--- config.mk ---
export PLATFORM = sky130hd
export DESIGN_NAME = reader_irq_timer
export DESIGN_NICKNAME = d
export VERILOG_FILES = /design/src/rtl/reader_timer_pkg.sv /design/src/rtl/reader_irq_timer.sv
export SDC_FILE = /design/constraint.sdc
export NUM_CORES = 1
export LEC_CHECK = 0
export BUFFER_PORTS_ARGS = -buffer_cell sky130_fd_sc_hd__buf_2
export CAP_MARGIN = 20
export CORE_UTILIZATION = 50
export DETAILED_ROUTE_END_ITERATION = 10
export PLACE_DENSITY_LB_ADDON = 0.1
export SETUP_SLACK_MARGIN = 0.15
export SLEW_MARGIN = 25
export SYNTH_ARGS = -nofsm -noshare
export SYNTH_HDL_FRONTEND = slang
export SYNTH_SLANG_ARGS = --single-unit
--- constraint.sdc ---
create_clock -name clk -period 2.9 [get_ports clk]
set_input_delay 0 -clock clk [delete_from_list [all_inputs] [get_ports clk]]
set_output_delay 0 -clock clk [all_outputs]
set_load 0.005 [all_outputs]
--- src/rtl/reader_timer_pkg.sv ---
// Constants for the reader interrupt, timer and soft power-down block.
// Assumes a 100 MHz system clock and an 8-bit register port.
package reader_timer_pkg;

   // Register offsets
   localparam logic [7:0] ADDR_CMD    = 8'h01;
   localparam logic [7:0] ADDR_IEN    = 8'h02;
   localparam logic [7:0] ADDR_IEN2   = 8'h03;
   localparam logic [7:0] ADDR_COMM   = 8'h04;
   localparam logic [7:0] ADDR_MISC   = 8'h05;
   localparam logic [7:0] ADDR_ERR    = 8'h06;
   localparam logic [7:0] ADDR_STAT   = 8'h07;
   localparam logic [7:0] ADDR_THRESH = 8'h0B;
   localparam logic [7:0] ADDR_CTRL   = 8'h0C;
   localparam logic [7:0] ADDR_DEMOD  = 8'h19;
   localparam logic [7:0] ADDR_TMODE  = 8'h2A;
   localparam logic [7:0] ADDR_TPRE   = 8'h2B;
   localparam logic [7:0] ADDR_RLD_HI = 8'h2C;
   localparam logic [7:0] ADDR_RLD_LO = 8'h2D;
   localparam logic [7:0] ADDR_CNT_HI = 8'h2E;
   localparam logic [7:0] ADDR_CNT_LO = 8'h2F;

   // Field positions
   localparam int unsigned FLAG_TIMER  = 0;
   localparam int unsigned FLAG_ERR    = 1;
   localparam int unsigned FLAG_LOW    = 2;
   localparam int unsigned FLAG_HIGH   = 3;
   localparam int unsigned FLAG_IDLE   = 4;
   localparam int unsigned FLAG_RX     = 5;
   localparam int unsigned FLAG_TX     = 6;
   localparam int unsigned FLAG_SET    = 7;
   localparam int unsigned MISC_CRC    = 2;
   localparam int unsigned STAT_LOW    = 0;
   localparam int unsigned STAT_HIGH   = 1;
   localparam int unsigned STAT_RUN    = 3;
   localparam int unsigned STAT_IRQ    = 4;
   localparam int unsigned STAT_CRC    = 5;
   localparam int unsigned CMD_SLEEP   = 4;
   localparam int unsigned CTRL_START  = 6;
   localparam int unsigned CTRL_STOP   = 7;
   localparam int unsigned TMODE_AUTO  = 7;
   localparam int unsigned TMODE_RSTRT = 4;
   localparam int unsigned DEMOD_EVEN  = 4;

   // Reset values and codes
   localparam logic [7:0] REG_RESET    = 8'h00;
   localparam logic [5:0] THRESH_RESET = 6'h08;
   localparam logic [3:0] CMD_IDLE     = 4'h0;
   localparam logic [6:0] FIFO_DEPTH   = 7'h40;

   // Timer clock derived from the system clock by a phase accumulator
   localparam int unsigned CLK_HZ   = 100_000_000;
   localparam int unsigned TICK_HZ  = 13_560_000;
   localparam int unsigned ACC_GCD  = 10_000;
   localparam logic [13:0] ACC_STEP = 14'(TICK_HZ / ACC_GCD);
   localparam logic [13:0] ACC_MOD  = 14'(CLK_HZ / ACC_GCD);

   // Wake-up delay after clearing the sleep bit
   localparam int unsigned WAKE_CLOCKS = 1024;
   localparam logic [10:0] WAKE_LAST   = 11'(WAKE_CLOCKS - 1);

   typedef enum logic [1:0] {
      AWAKE  = 2'b00,
      ASLEEP = 2'b01,
      WAKING = 2'b10
   } sleep_e;

endpackage

--- src/rtl/reader_irq_timer.sv ---
// Interrupt flags, two-stage timer and soft power-down of a reader chip.
// Assumes event inputs are one-cycle pulses synchronous to clk.
`timescale 1ns/1ps
`default_nettype none

// Notes on behaviour
// RULE1: Events set sticky flags; summary bit in status, enabled ones drive irq.
// RULE2: Timer flag sets when counter steps from one to zero.
// RULE3: Transmit-done flag sets on end-of-frame pattern start.
// RULE4: CRC flag sets when CRC result becomes valid.
// RULE5: Receive-done flag sets at end of incoming stream.
// RULE6: Command-finished flag sets when command field returns to idle.
// RULE7: FIFO warn flags set on rising nearly-full and nearly-empty status.
// RULE8: Error flag sets while any error bit is high during transfer.
// RULE9: Timer ticks at 13.56 MHz; prescaler then counter stage.
// RULE10: Twelve-bit prescaler reload, upper four bits in timer mode register.
// RULE11: Counter reloads from a sixteen-bit host value.
// RULE12: Present counter value readable by the host.
// RULE13: Host may set or clear the timer flag by write.
// RULE14: At zero the counter halts or reloads, per configuration.
// RULE15: Start and stop commands control the timer; running bit reports it.
// RULE16: Autostart mode starts the timer on protocol events.
// RULE17: Each stage lasts reload plus one; prescaler period is odd. Here the prescaler stage lasts twice its reload plus one.
// RULE18: Even-period option adds one tick to every prescaler period.
// RULE19: Timer expiry changes nothing except its own flag.
// RULE20: Sleep bit enters soft power-down at once, state kept.
// RULE21: After clearing, sleep bit reads one for 1024 clocks.
// RULE22: Host polls address zero after wake-up before other access.
// RULE23: Nearly-full when free space within threshold; nearly-empty when level within.
// RULE24: Irq pin high while any enabled flag is set; irq holds its last value while osc_stop is high.
module reader_irq_timer (
   input  wire logic       clk,
   input  wire logic       rstn,
   input  wire logic [7:0] addr,
   input  wire logic [7:0] wdata,
   input  wire logic       wr,
   input  wire logic       rd,
   output logic      [7:0] rdata,
   input  wire logic       tx_eof,
   input  wire logic       rx_end,
   input  wire logic       crc_valid,
   input  wire logic       cmd_done,
   input  wire logic       xfer_active,
   input  wire logic [7:0] err_bits,
   input  wire logic [6:0] fifo_level,
   input  wire logic       proto_event,
   output logic            irq,
   output logic            osc_stop,
   output logic      [3:0] command,
   output logic            timer_active
);
   import reader_timer_pkg::*;

   logic [13:0] acc,        next_acc;
   logic [12:0] presc,      next_presc;
   logic [15:0] count,      next_count;
   logic        next_run;
   logic        tick;
   logic        timer_hit;
   logic [12:0] presc_load;
   sleep_e      sleep,      next_sleep;
   logic [10:0] wake_cnt,   next_wake_cnt;
   logic        next_osc_stop;
   logic [3:0]  next_command;
   logic [7:0]  ien,        next_ien;
   logic [7:0]  ien2,       next_ien2;
   logic [6:0]  comm,       next_comm;
   logic        crc_flag,   next_crc_flag;
   logic [5:0]  thresh,     next_thresh;
   logic [7:0]  tmode,      next_tmode;
   logic [7:0]  tpre,       next_tpre;
   logic [15:0] rld,        next_rld;
   logic        even,       next_even;
   logic        high,       next_high;
   logic        low,        next_low;
   logic        crc_prev;
   logic        next_irq;
   logic [7:0]  next_rdata;
   logic        pending;
   logic        wr_cmd;
   logic        wr_comm;
   logic        wr_misc;
   logic        start_cmd;
   logic        stop_cmd;
   logic [6:0]  hw_set;
   logic [6:0]  sw_set;
   logic [6:0]  sw_clr;

   assign wr_cmd    = wr && (addr == ADDR_CMD);
   assign wr_comm   = wr && (addr == ADDR_COMM);
   assign wr_misc   = wr && (addr == ADDR_MISC);
   assign start_cmd = wr && (addr == ADDR_CTRL) && wdata[CTRL_START];
   assign stop_cmd  = wr && (addr == ADDR_CTRL) && wdata[CTRL_STOP];

   // Timer and tick divider
   always_comb begin
      next_acc   = acc;
      tick       = 1'b0;
      next_run   = timer_active;
      next_presc = presc;
      next_count = count;
      timer_hit  = 1'b0;
      // RULE10 RULE17 RULE18 prescaler period
      presc_load = {tmode[3:0], tpre, 1'b0} | {12'h000, even};
      // RULE9 tick from divider
      if (sleep == AWAKE) begin
         if (acc >= (ACC_MOD - ACC_STEP)) begin
            next_acc = acc - (ACC_MOD - ACC_STEP);
            tick     = 1'b1;
         end else begin
            next_acc = acc + ACC_STEP;
         end
      end
      // RULE15 RULE16 start and stop
      if (stop_cmd) begin
         next_run = 1'b0;
      end else if (start_cmd || (tmode[TMODE_AUTO] && proto_event)) begin
         next_run   = 1'b1;
         next_presc = presc_load;
         // RULE11 counter reload
         next_count = rld;
      end else if (timer_active && tick) begin
         if (presc == 13'h0000) begin
            next_presc = presc_load;
            if (count == 16'h0001) begin
               // RULE2 one to zero
               next_count = 16'h0000;
               timer_hit  = 1'b1;
               // RULE14 halt at zero unless restarting
               next_run   = tmode[TMODE_RSTRT];
            end else if (count == 16'h0000) begin
               // RULE14 reload and continue
               next_count = rld;
            end else begin
               next_count = count - 16'h0001;
            end
         end else begin
            next_presc = presc - 13'h0001;
         end
      end
   end

   always_ff @(posedge clk or negedge rstn) begin
      if (!rstn) begin
         acc          <= '0;
         presc        <= '0;
         count        <= '0;
         timer_active <= 1'b0;
      end else begin
         acc          <= next_acc;
         presc        <= next_presc;
         count        <= next_count;
         timer_active <= next_run;
      end
   end

   // Soft power-down sequence
   always_comb begin
      next_sleep    = sleep;
      next_wake_cnt = wake_cnt;
      case (sleep)
         AWAKE: begin
            // RULE20 enter at once
            if (wr_cmd && wdata[CMD_SLEEP]) begin
               next_sleep = ASLEEP;
            end
         end
         ASLEEP: begin
            if (wr_cmd && !wdata[CMD_SLEEP]) begin
               next_sleep    = WAKING;
               next_wake_cnt = '0;
            end
         end
         WAKING: begin
            // RULE21 delayed exit
            if (wr_cmd && wdata[CMD_SLEEP]) begin
               next_sleep = ASLEEP;
            end else if (wake_cnt == WAKE_LAST) begin
               next_sleep = AWAKE;
            end else begin
               next_wake_cnt = wake_cnt + 11'h001;
            end
         end
         default: next_sleep = AWAKE;
      endcase
      next_osc_stop = (next_sleep != AWAKE);
   end

   always_ff @(posedge clk or negedge rstn) begin
      if (!rstn) begin
         sleep    <= AWAKE;
         wake_cnt <= '0;
         osc_stop <= 1'b0;
      end else begin
         sleep    <= next_sleep;
         wake_cnt <= next_wake_cnt;
         osc_stop <= next_osc_stop;
      end
   end

   // Flags, configuration and read port
   always_comb begin
      next_command  = command;
      next_ien      = ien;
      next_ien2     = ien2;
      next_thresh   = thresh;
      next_tmode    = tmode;
      next_tpre     = tpre;
      next_rld      = rld;
      next_even     = even;
      next_rdata    = REG_RESET;
      // RULE23 FIFO level compares
      next_high     = ((FIFO_DEPTH - fifo_level) <= {1'b0, thresh});
      next_low      = (fifo_level <= {1'b0, thresh});
      hw_set        = '0;
      // RULE2 RULE19 timer only touches its flag
      hw_set[FLAG_TIMER] = timer_hit;
      // RULE8 error during transfer
      hw_set[FLAG_ERR]   = (|err_bits) && xfer_active;
      // RULE7 rising warnings
      hw_set[FLAG_LOW]   = next_low && !low;
      hw_set[FLAG_HIGH]  = next_high && !high;
      // RULE6 command finished
      hw_set[FLAG_IDLE]  = cmd_done;
      // RULE5 receive done
      hw_set[FLAG_RX]    = rx_end;
      // RULE3 transmit done
      hw_set[FLAG_TX]    = tx_eof;
      // RULE13 host set or clear
      sw_set = (wr_comm && wdata[FLAG_SET]) ? wdata[6:0] : 7'h00;
      sw_clr = (wr_comm && !wdata[FLAG_SET]) ? wdata[6:0] : 7'h00;
      // Hardware set wins over a same-cycle clear
      next_comm = (comm & ~sw_clr) | sw_set | hw_set;
      next_crc_flag = crc_flag;
      if (wr_misc && wdata[MISC_CRC]) begin
         next_crc_flag = wdata[FLAG_SET];
      end
      // RULE4 CRC result valid
      if (crc_valid && !crc_prev) begin
         next_crc_flag = 1'b1;
      end
      if (wr) begin
         case (addr)
            ADDR_CMD:    next_command = wdata[3:0];
            ADDR_IEN:    next_ien     = wdata;
            ADDR_IEN2:   next_ien2    = wdata;
            ADDR_THRESH: next_thresh  = wdata[5:0];
            ADDR_TMODE:  next_tmode   = wdata;
            ADDR_TPRE:   next_tpre    = wdata;
            ADDR_RLD_HI: next_rld     = {wdata, rld[7:0]};
            ADDR_RLD_LO: next_rld     = {rld[15:8], wdata};
            ADDR_DEMOD:  next_even    = wdata[DEMOD_EVEN];
            default:     next_command = command;
         endcase
      end
      // RULE6 return to idle
      if (cmd_done) begin
         next_command = CMD_IDLE;
      end
      // RULE24 enabled flags
      pending  = (|(comm & ien[6:0])) || (crc_flag && ien2[MISC_CRC]);
      // RULE20 irq output holds during sleep
      next_irq = osc_stop ? irq : pending;
      if (rd) begin
         case (addr)
            ADDR_CMD:    next_rdata = {3'b000, osc_stop, command};
            ADDR_IEN:    next_rdata = ien;
            ADDR_IEN2:   next_rdata = ien2;
            ADDR_COMM:   next_rdata = {1'b0, comm};
            ADDR_MISC:   next_rdata = {5'b00000, crc_flag, 2'b00};
            ADDR_ERR:    next_rdata = err_bits;
            ADDR_STAT: begin
               // RULE1 RULE15 status summary
               next_rdata            = REG_RESET;
               next_rdata[STAT_LOW]  = low;
               next_rdata[STAT_HIGH] = high;
               next_rdata[STAT_RUN]  = timer_active;
               // Summary ignores the enables; only the pin is masked
               next_rdata[STAT_IRQ]  = (|comm) || crc_flag;
               next_rdata[STAT_CRC]  = crc_valid;
            end
            ADDR_THRESH: next_rdata = {2'b00, thresh};
            ADDR_DEMOD:  next_rdata = {3'b000, even, 4'h0};
            ADDR_TMODE:  next_rdata = tmode;
            ADDR_TPRE:   next_rdata = tpre;
            ADDR_RLD_HI: next_rdata = rld[15:8];
            ADDR_RLD_LO: next_rdata = rld[7:0];
            // RULE12 live counter value
            ADDR_CNT_HI: next_rdata = count[15:8];
            ADDR_CNT_LO: next_rdata = count[7:0];
            default:     next_rdata = REG_RESET;
         endcase
      end
   end

   always_ff @(posedge clk or negedge rstn) begin
      if (!rstn) begin
         command  <= CMD_IDLE;
         ien      <= REG_RESET;
         ien2     <= REG_RESET;
         comm     <= '0;
         crc_flag <= 1'b0;
         thresh   <= THRESH_RESET;
         tmode    <= REG_RESET;
         tpre     <= REG_RESET;
         rld      <= '0;
         even     <= 1'b0;
         high     <= 1'b0;
         low      <= 1'b0;
         crc_prev <= 1'b0;
         irq      <= 1'b0;
         rdata    <= REG_RESET;
      end else begin
         command  <= next_command;
         ien      <= next_ien;
         ien2     <= next_ien2;
         comm     <= next_comm;
         crc_flag <= next_crc_flag;
         thresh   <= next_thresh;
         tmode    <= next_tmode;
         tpre     <= next_tpre;
         rld      <= next_rld;
         even     <= next_even;
         high     <= next_high;
         low      <= next_low;
         crc_prev <= crc_valid;
         irq      <= next_irq;
         rdata    <= next_rdata;
      end
   end

   // Checks
   property p_irq_follows;
      @(posedge clk) disable iff (!rstn) !osc_stop |=> (irq == $past(pending));
   endproperty
   a_irq_follows: assert property (p_irq_follows) else $error("irq does not follow enabled flags"); // RULE24
   property p_timer_flag;
      @(posedge clk) disable iff (!rstn) timer_hit |=> comm[FLAG_TIMER] && (count == 16'h0000);
   endproperty
   a_timer_flag: assert property (p_timer_flag) else $error("timer flag not set at zero"); // RULE2
   property p_tx_flag;
      @(posedge clk) disable iff (!rstn) tx_eof |=> comm[FLAG_TX];
   endproperty
   a_tx_flag: assert property (p_tx_flag) else $error("transmit flag lost"); // RULE3
   property p_rx_flag;
      @(posedge clk) disable iff (!rstn) rx_end |=> comm[FLAG_RX];
   endproperty
   a_rx_flag: assert property (p_rx_flag) else $error("receive flag lost"); // RULE5
   property p_idle;
      @(posedge clk) disable iff (!rstn) cmd_done |=> comm[FLAG_IDLE] && (command == CMD_IDLE);
   endproperty
   a_idle: assert property (p_idle) else $error("command not back to idle"); // RULE6
   property p_crc;
      @(posedge clk) disable iff (!rstn) $rose(crc_valid) |=> crc_flag;
   endproperty
   a_crc: assert property (p_crc) else $error("crc flag not set"); // RULE4
   property p_err;
      @(posedge clk) disable iff (!rstn) ((|err_bits) && xfer_active) |=> comm[FLAG_ERR];
   endproperty
   a_err: assert property (p_err) else $error("error flag not set"); // RULE8
   property p_high;
      @(posedge clk) disable iff (!rstn) $rose(high) |-> comm[FLAG_HIGH];
   endproperty
   a_high: assert property (p_high) else $error("nearly full flag not set"); // RULE7
   property p_sleep_enter;
      @(posedge clk) disable iff (!rstn) (wr_cmd && wdata[CMD_SLEEP]) |=> osc_stop;
   endproperty
   a_sleep_enter: assert property (p_sleep_enter) else $error("sleep not entered at once"); // RULE20
   property p_wake_hold;
      @(posedge clk) disable iff (!rstn) (sleep == ASLEEP && wr_cmd && !wdata[CMD_SLEEP]) |=> osc_stop [*8];
   endproperty
   a_wake_hold: assert property (p_wake_hold) else $error("sleep bit cleared early"); // RULE21
   property p_wake_exit;
      @(posedge clk) disable iff (!rstn) (sleep == WAKING && wake_cnt == WAKE_LAST && !wr_cmd) |=> !osc_stop;
   endproperty
   a_wake_exit: assert property (p_wake_exit) else $error("sleep not left after delay"); // RULE21
   property p_stop;
      @(posedge clk) disable iff (!rstn) stop_cmd |=> !timer_active;
   endproperty
   a_stop: assert property (p_stop) else $error("timer did not stop"); // RULE15
   property p_halt;
      @(posedge clk) disable iff (!rstn) (timer_hit && !tmode[TMODE_RSTRT] && !start_cmd) |=> !timer_active;
   endproperty
   a_halt: assert property (p_halt) else $error("timer did not halt at zero"); // RULE14
   property p_host_set;
      @(posedge clk) disable iff (!rstn) (wr_comm && wdata[FLAG_SET] && wdata[FLAG_TIMER]) |=> comm[FLAG_TIMER];
   endproperty
   a_host_set: assert property (p_host_set) else $error("host set of timer flag failed"); // RULE13

   c_timer_hit: cover property (@(posedge clk) disable iff (!rstn) timer_hit);
   c_wake_done: cover property (@(posedge clk) disable iff (!rstn) $fell(osc_stop));
   c_irq_rise:  cover property (@(posedge clk) disable iff (!rstn) $rose(irq));
   c_autostart: cover property (@(posedge clk) disable iff (!rstn) tmode[TMODE_AUTO] && proto_event);

endmodule

`default_nettype wire

Word level (Yosys, flattened, before mapping)
Cells that the tools add are included.
- bitwise logic cells: 9
- multiplexer cells: 40
- reductions and logical operators: 55
- equal/unequal tests: 23
- shift operators: 0
- add/subtract/negate cells: 6
- order comparisons: 3
- div/mod/pow operators: 0
- multipliers: 0
- operators with widths (cell ; number):
    $pmux W8 S15 ; 1
    $mux W16 ; 5
    $eq A8 B6 Y1 const B ; 6
    $mux W13 ; 3
    $mux W11 ; 3
    $eq A8 B3 Y1 const B ; 4
    $pmux W16 S2 ; 1
    $pmux W11 S2 ; 1
    $logic_and A1 B1 Y1 ; 18
    $eq A16 B1 Y1 const B ; 1
    $eq A8 B2 Y1 const B ; 2
    $eq A8 B4 Y1 const B ; 2
    $logic_not A16 Y1 ; 1
    $reduce_and A2 Y1 ; 8
    $sub A16 B1 Y16 const B ; 1
    $add A14 B11 Y14 const B ; 1
    $and A7 B7 Y7 ; 2
    $ge A14 B14 Y1 const B ; 1
    $le A7 B6 Y1 ; 2
    $mux W1 ; 14
    $mux W14 ; 1
    $mux W7 ; 2
    $or A7 B7 Y7 ; 2
    $reduce_bool A2 Y1 ; 7
    26 further kinds ; 47
- memory bits (read-only): 0
- bits in latches: 0
- register bits after elaboration: 137
- memory bits (writable): 0
- word-level logic and storage cells: 159
- memories kept: 0

Longest topological paths before layout
- word-level depth: 8
- gate-level depth with buffers: 9

Worst setup path before layout
No wires, ideal clock.
- path type: reg-to-reg
- start point: reg presc[0]
- end point: reg count[10]
- arrival time: 2.354 ns
- path slack: 0.459 ns
- stages on the path, launching flop included: 9
- required time: 2.813 ns
- period minus slack after synthesis: 2.441 ns
- path buffers: 1
- cell sequence: dfrtp_1 > inv_1 > ha_1 > or4b_4 > nor4_4 > nand4_2 > o31a_1 > buf_2 > o211ai_1
- cells in the longest elaborated chain, start to end: 3
- ends and longest elaborated chain (element ; RTL line ; RTL):
    start, declared ; reader_irq_timer.sv:55 ; logic [12:0] presc, next_presc;
    start signal, assigned ; reader_irq_timer.sv:151 ; presc <= next_presc;
    $logic_not A13 Y1 ; reader_irq_timer.sv:123 ; if (presc == 13'h0000) begin
    $reduce_bool A2 Y1 (no line) ; n/a ;
    $reduce_and A3 Y1 (no line) ; n/a ;
    end signal, assigned ; reader_irq_timer.sv:152 ; count <= next_count;
    end, declared ; reader_irq_timer.sv:56 ; logic [15:0] count, next_count;
No other way between the ends.
A chain may end at the register's enable or synchronous reset.

Final worst setup path
- start point: reg presc[0]
- end point: reg presc[7]
- cells in the longest elaborated chain, start to end: 4
- elaborated cells on any way between the ends: 5
- classes of those cells: 1 x add/sub; 3 x mux; 1 x reduce/logical
- ends and longest elaborated chain (element ; RTL line ; RTL):
    $sub A13 B1 Y13 or $logic_not A13 Y1 (tied branches) ; reader_irq_timer.sv:138, reader_irq_timer.sv:123 ;
    $mux W13 (*) ; reader_irq_timer.sv:123 ;
    $mux W13 (*) ; reader_irq_timer.sv:122 ; end else if (timer_active && tick) begin
    $mux W13 (*) ; reader_irq_timer.sv:117 ; end else if (start_cmd || (tmode[TMODE_AUTO] && proto_event)) begin
Every way passes the cells marked *; elsewhere a longest branch is shown, timed or not. The select of a mux whose other input is x is not followed.

==> results.sh <==
export IMPL_outcome="completed"
export IMPL_clk_pin_slew_ns=0.06
export IMPL_initialDrtViolationCount=601
export IMPL_area_delta_synth_final_pct=15.7
export IMPL_most_common_layout_cells="sky130_fd_sc_hd__dfrtp_1, sky130_fd_sc_hd__nand2_1, sky130_fd_sc_hd__mux2_2, sky130_fd_sc_hd__buf_2, sky130_fd_sc_hd__o21ai_0"
export IMPL_synth_ff_type="sky130_fd_sc_hd__dfrtp_1"
export IMPL_filler_cell_count=1374
export IMPL_postSynth_asyncResetShare=1.00
export IMPL_max_slew_margin=0.459
export IMPL_grt_pass1_vias=6967
export IMPL_drt_first_pass_iters=5
export IMPL_numPortBuffers=55
export IMPL_num_rows=46
export IMPL_post_route_drc_count=0
export IMPL_number_of_enable_flip_flop_cells_after_synthesis=0
export IMPL_total_leakage_power_nw=4.07
export IMPL_timing_hold_ws_ns=0.0284
export IMPL_synthesis_instances=817
export IMPL_antennaDiodeCount=0
export IMPL_yosysUniqueCellTypes=77
export IMPL_path_class="register to register"
export IMPL_hold_path_cell_count=3
export IMPL_route_detailed_vias_per_inst=6.46
export IMPL_die_height_um=129
export IMPL_fin_cells=1111
export IMPL_postRouteWirelength_um=24100
export IMPL_detail_route_antenna_nets=0
export IMPL_die_area_um2=16700
export IMPL_path_max_fanout=12
export IMPL_clock_sink_count=135
export IMPL_cp_data_arrival_time_ns=2.98
export IMPL_post_synth_instance_area_um2=8100
export IMPL_synth_warning_count=0
export IMPL_slowest_delay_ns=0.51
export IMPL_skew_ns=0.0125
export IMPL_maxClockFrequency_ghz=0.379
export IMPL_drv_slew=0
export IMPL_tritoncts_num_buffers=17
export IMPL_finish_net_count=942
export IMPL_clock_insertion_delay_worst_skew_ns=0.43
export IMPL_num_vias=7172
export IMPL_place_detailed_instances=1066
export IMPL_reg2reg_depth=9
export IMPL_layout_cells_most_common="sky130_fd_sc_hd__dfrtp_1"
export IMPL_r2r_slack_ns=0.26
export IMPL_min_delay_path_class="input port to register"
export IMPL_cts_buffer_depth=2
export IMPL_totalNegativeSetupSlack_ns=0
export IMPL_layout_worst_path_cycle_share=0.911
export IMPL_die_width_um=129
export IMPL_start_point_of_the_worst_hold_path="rd"
export IMPL_initial_core_util=0.512
export IMPL_drive_above_1_share=0.216
export IMPL_finalHoldViolations=0
export IMPL_place_hpwl_um=17200
export IMPL_synth_nets=877
export IMPL_critical_path_slowest_cell="sky130_fd_sc_hd__or4b_4"
export IMPL_startpoint_type="register"
export IMPL_drt_wirelength_per_cell_um=21.7
export IMPL_grt_setup_unrepaired="true"
export IMPL_cts_root_buf="sky130_fd_sc_hd__clkbuf_16"
export IMPL_max_cap_violations=0
export IMPL_ir_worst_vdd_mv=0.462
export IMPL_power_density_cell_area_nw_per_um2=670
export IMPL_syn_area_per_cell_um2=9.91
export IMPL_crit_path_time_final_ns=2.64
export IMPL_r2r_path_end="presc[7]"
export IMPL_core_region_area_um2=15800
export IMPL_antenna_found_initial=0
export IMPL_critPathMostFrequentCell="sky130_fd_sc_hd__buf_4"
export IMPL_wire_length_of_the_first_global_routing_pass_um=38200
export IMPL_setup_violations_final=0
export IMPL_worst_setup_path_end_kind="register"
export IMPL_seq_area_frac_synth=0.417
export IMPL_crit_path_cell_trace="inv_1, ha_1, or4b_4, nor4_4, buf_4, nor2_1, buf_4, a211oi_1, a2bb2oi_1"
export IMPL_min_delay_worst_endpoint="rdata[1]"
export IMPL_cts_htree_levels=4
export IMPL_grt_remaining_overflow=0
export IMPL_total_of_flip_flops_plus_latches_after_synthesis=135
export IMPL_grt_max_degree=83
export IMPL_critPathRequiredTime_ns=3.24
export IMPL_worst_r2r_startpoint="presc[0]"
export IMPL_num_io_pins=56
export IMPL_global_route_usage_total=0.305
export IMPL_routabilityCongestion=0.926
export IMPL_max_slew_worst_pin_slew_ns=0.805
export IMPL_power_total_mw=6.28
export IMPL_cts_tree="yes"
[flip-flops by register name, indices dropped and copies added, names as in the netlist, 7 cells and up]
signal	flops
tmode	8
count	16
tpre	8
acc	12
rld	16
ien	8
rdata	8
wake_cnt	11
ien2	8
presc	13
comm	7
[synthesized netlist by cell type (all sizes together) (4+ instances only)]
cell type	n	area (um^2)
or4	12	93.8
a211o	5	43.8
a32oi	5	43.8
a2bb2oi	5	43.8
dfrtp	134	3350
a221oi	6	52.6
xnor2	9	78.8
nor3	28	150
a41oi	5	51.3
o311ai	5	43.8
o21a	6	45.0
ha	19	238
mux4	5	113
xor2	7	61.3
and3	11	68.8
a21boi	4	30.0
a21o	5	37.5
nand2	68	258
nand2b	7	43.8
o211ai	9	67.6
buf	16	81.3
o221ai	5	43.8
a211oi	14	105
or3	8	50.1
o22ai	9	56.3
nor4	11	98.8
nor2b	9	56.3
nand3	30	150
a31oi	14	93.8
a22oi	9	67.6
a21oi	24	124
clkbuf	31	116
and4	6	52.6
nand3b	4	30.0
o21ai	45	225
mux2	56	631
a22o	8	70.1
nand4	13	87.6
mux2i	36	360
o31ai	15	118
inv	35	131
nor2	30	115
[power by group]
group / leakage [nW] / internal [mW] / switching, mW / total (mW)
clock network: 0.275 / 1.21 / 0.878 / 2.09
logic: 2.06 / 0.744 / 0.964 / 1.71
registers: 1.73 / 2.15 / 0.334 / 2.48
[logic make-up (layout without fill, tap and decap cells)]
family          Yosys count  count (layout)  share of synthesized area
mux                      97              97                      0.136
flops                   135             135                      0.417
fa+ha+maj                19              19                     0.0293
xor+xnor                 16              16                     0.0173
simple gates            254             254                      0.172
compound gates          214             214                      0.187
buf+inv                  82             160                     0.0406
[metrics by stage]
step | setup WS (ns) | utilization | cell area, um^2
3_3_place_gp | 0.264 | 0.547 | 8660
4_1_cts | 0.188 | 0.591 | 9350
3_5_place_dp | 0.209 | 0.548 | 8670
5_1_grt | 0.124 | 0.592 | 9380
6_report | 0.259 | 0.592 | 9380
2_1_floorplan | 0.459 | - | 8100
[layout make-up]
cell class                 instances  area [um^2]  area share
multi-input combinational        600         4420       0.472
timing repair buffer              93          609      0.0650
inverter                          35          131      0.0140
sequential                       135         3380       0.360
clock buffer                      19          443      0.0472
clock inverter                    13          121      0.0129
tap                              216          270      0.0288
[worst max-delay path: cells and delay by family, from the launching register on]
family / cells / cell delay [ns]
buf+inv: 3 / 0.55
simple gates: 3 / 1.01
compound gates: 2 / 0.39
flops: 1 / 0.41
fa+ha+maj: 1 / 0.20
[what timing repair did]
item,in CTS,in global routing
gates resized for setup,0,3
endpoints found under the setup margin,0,18
setup buffers,0,1
hold buffers,12,0
endpoints found under the hold margin,94,0
[worst max path at each step]
stage,from,endpoint,cells after the start
after floorplan,presc[0],count[10],8
after global placement,acc[2],presc[8],7
after detailed placement,acc[2],presc[4],7
after CTS,acc[2],presc[4],7
after global routing,presc[0],presc[7],9
final,presc[0],presc[7],9
[per-layer routing]
layer	vias to the layer above	routed length (um)	global-route usage
met3	48	1780	0.0611
li1	3239	-	-
met4	0	739	0.140
met2	334	11200	0.475
met5	-	0	0
met1	3551	10400	0.412
No activity file was read; power rests on OpenSTA's default activity.
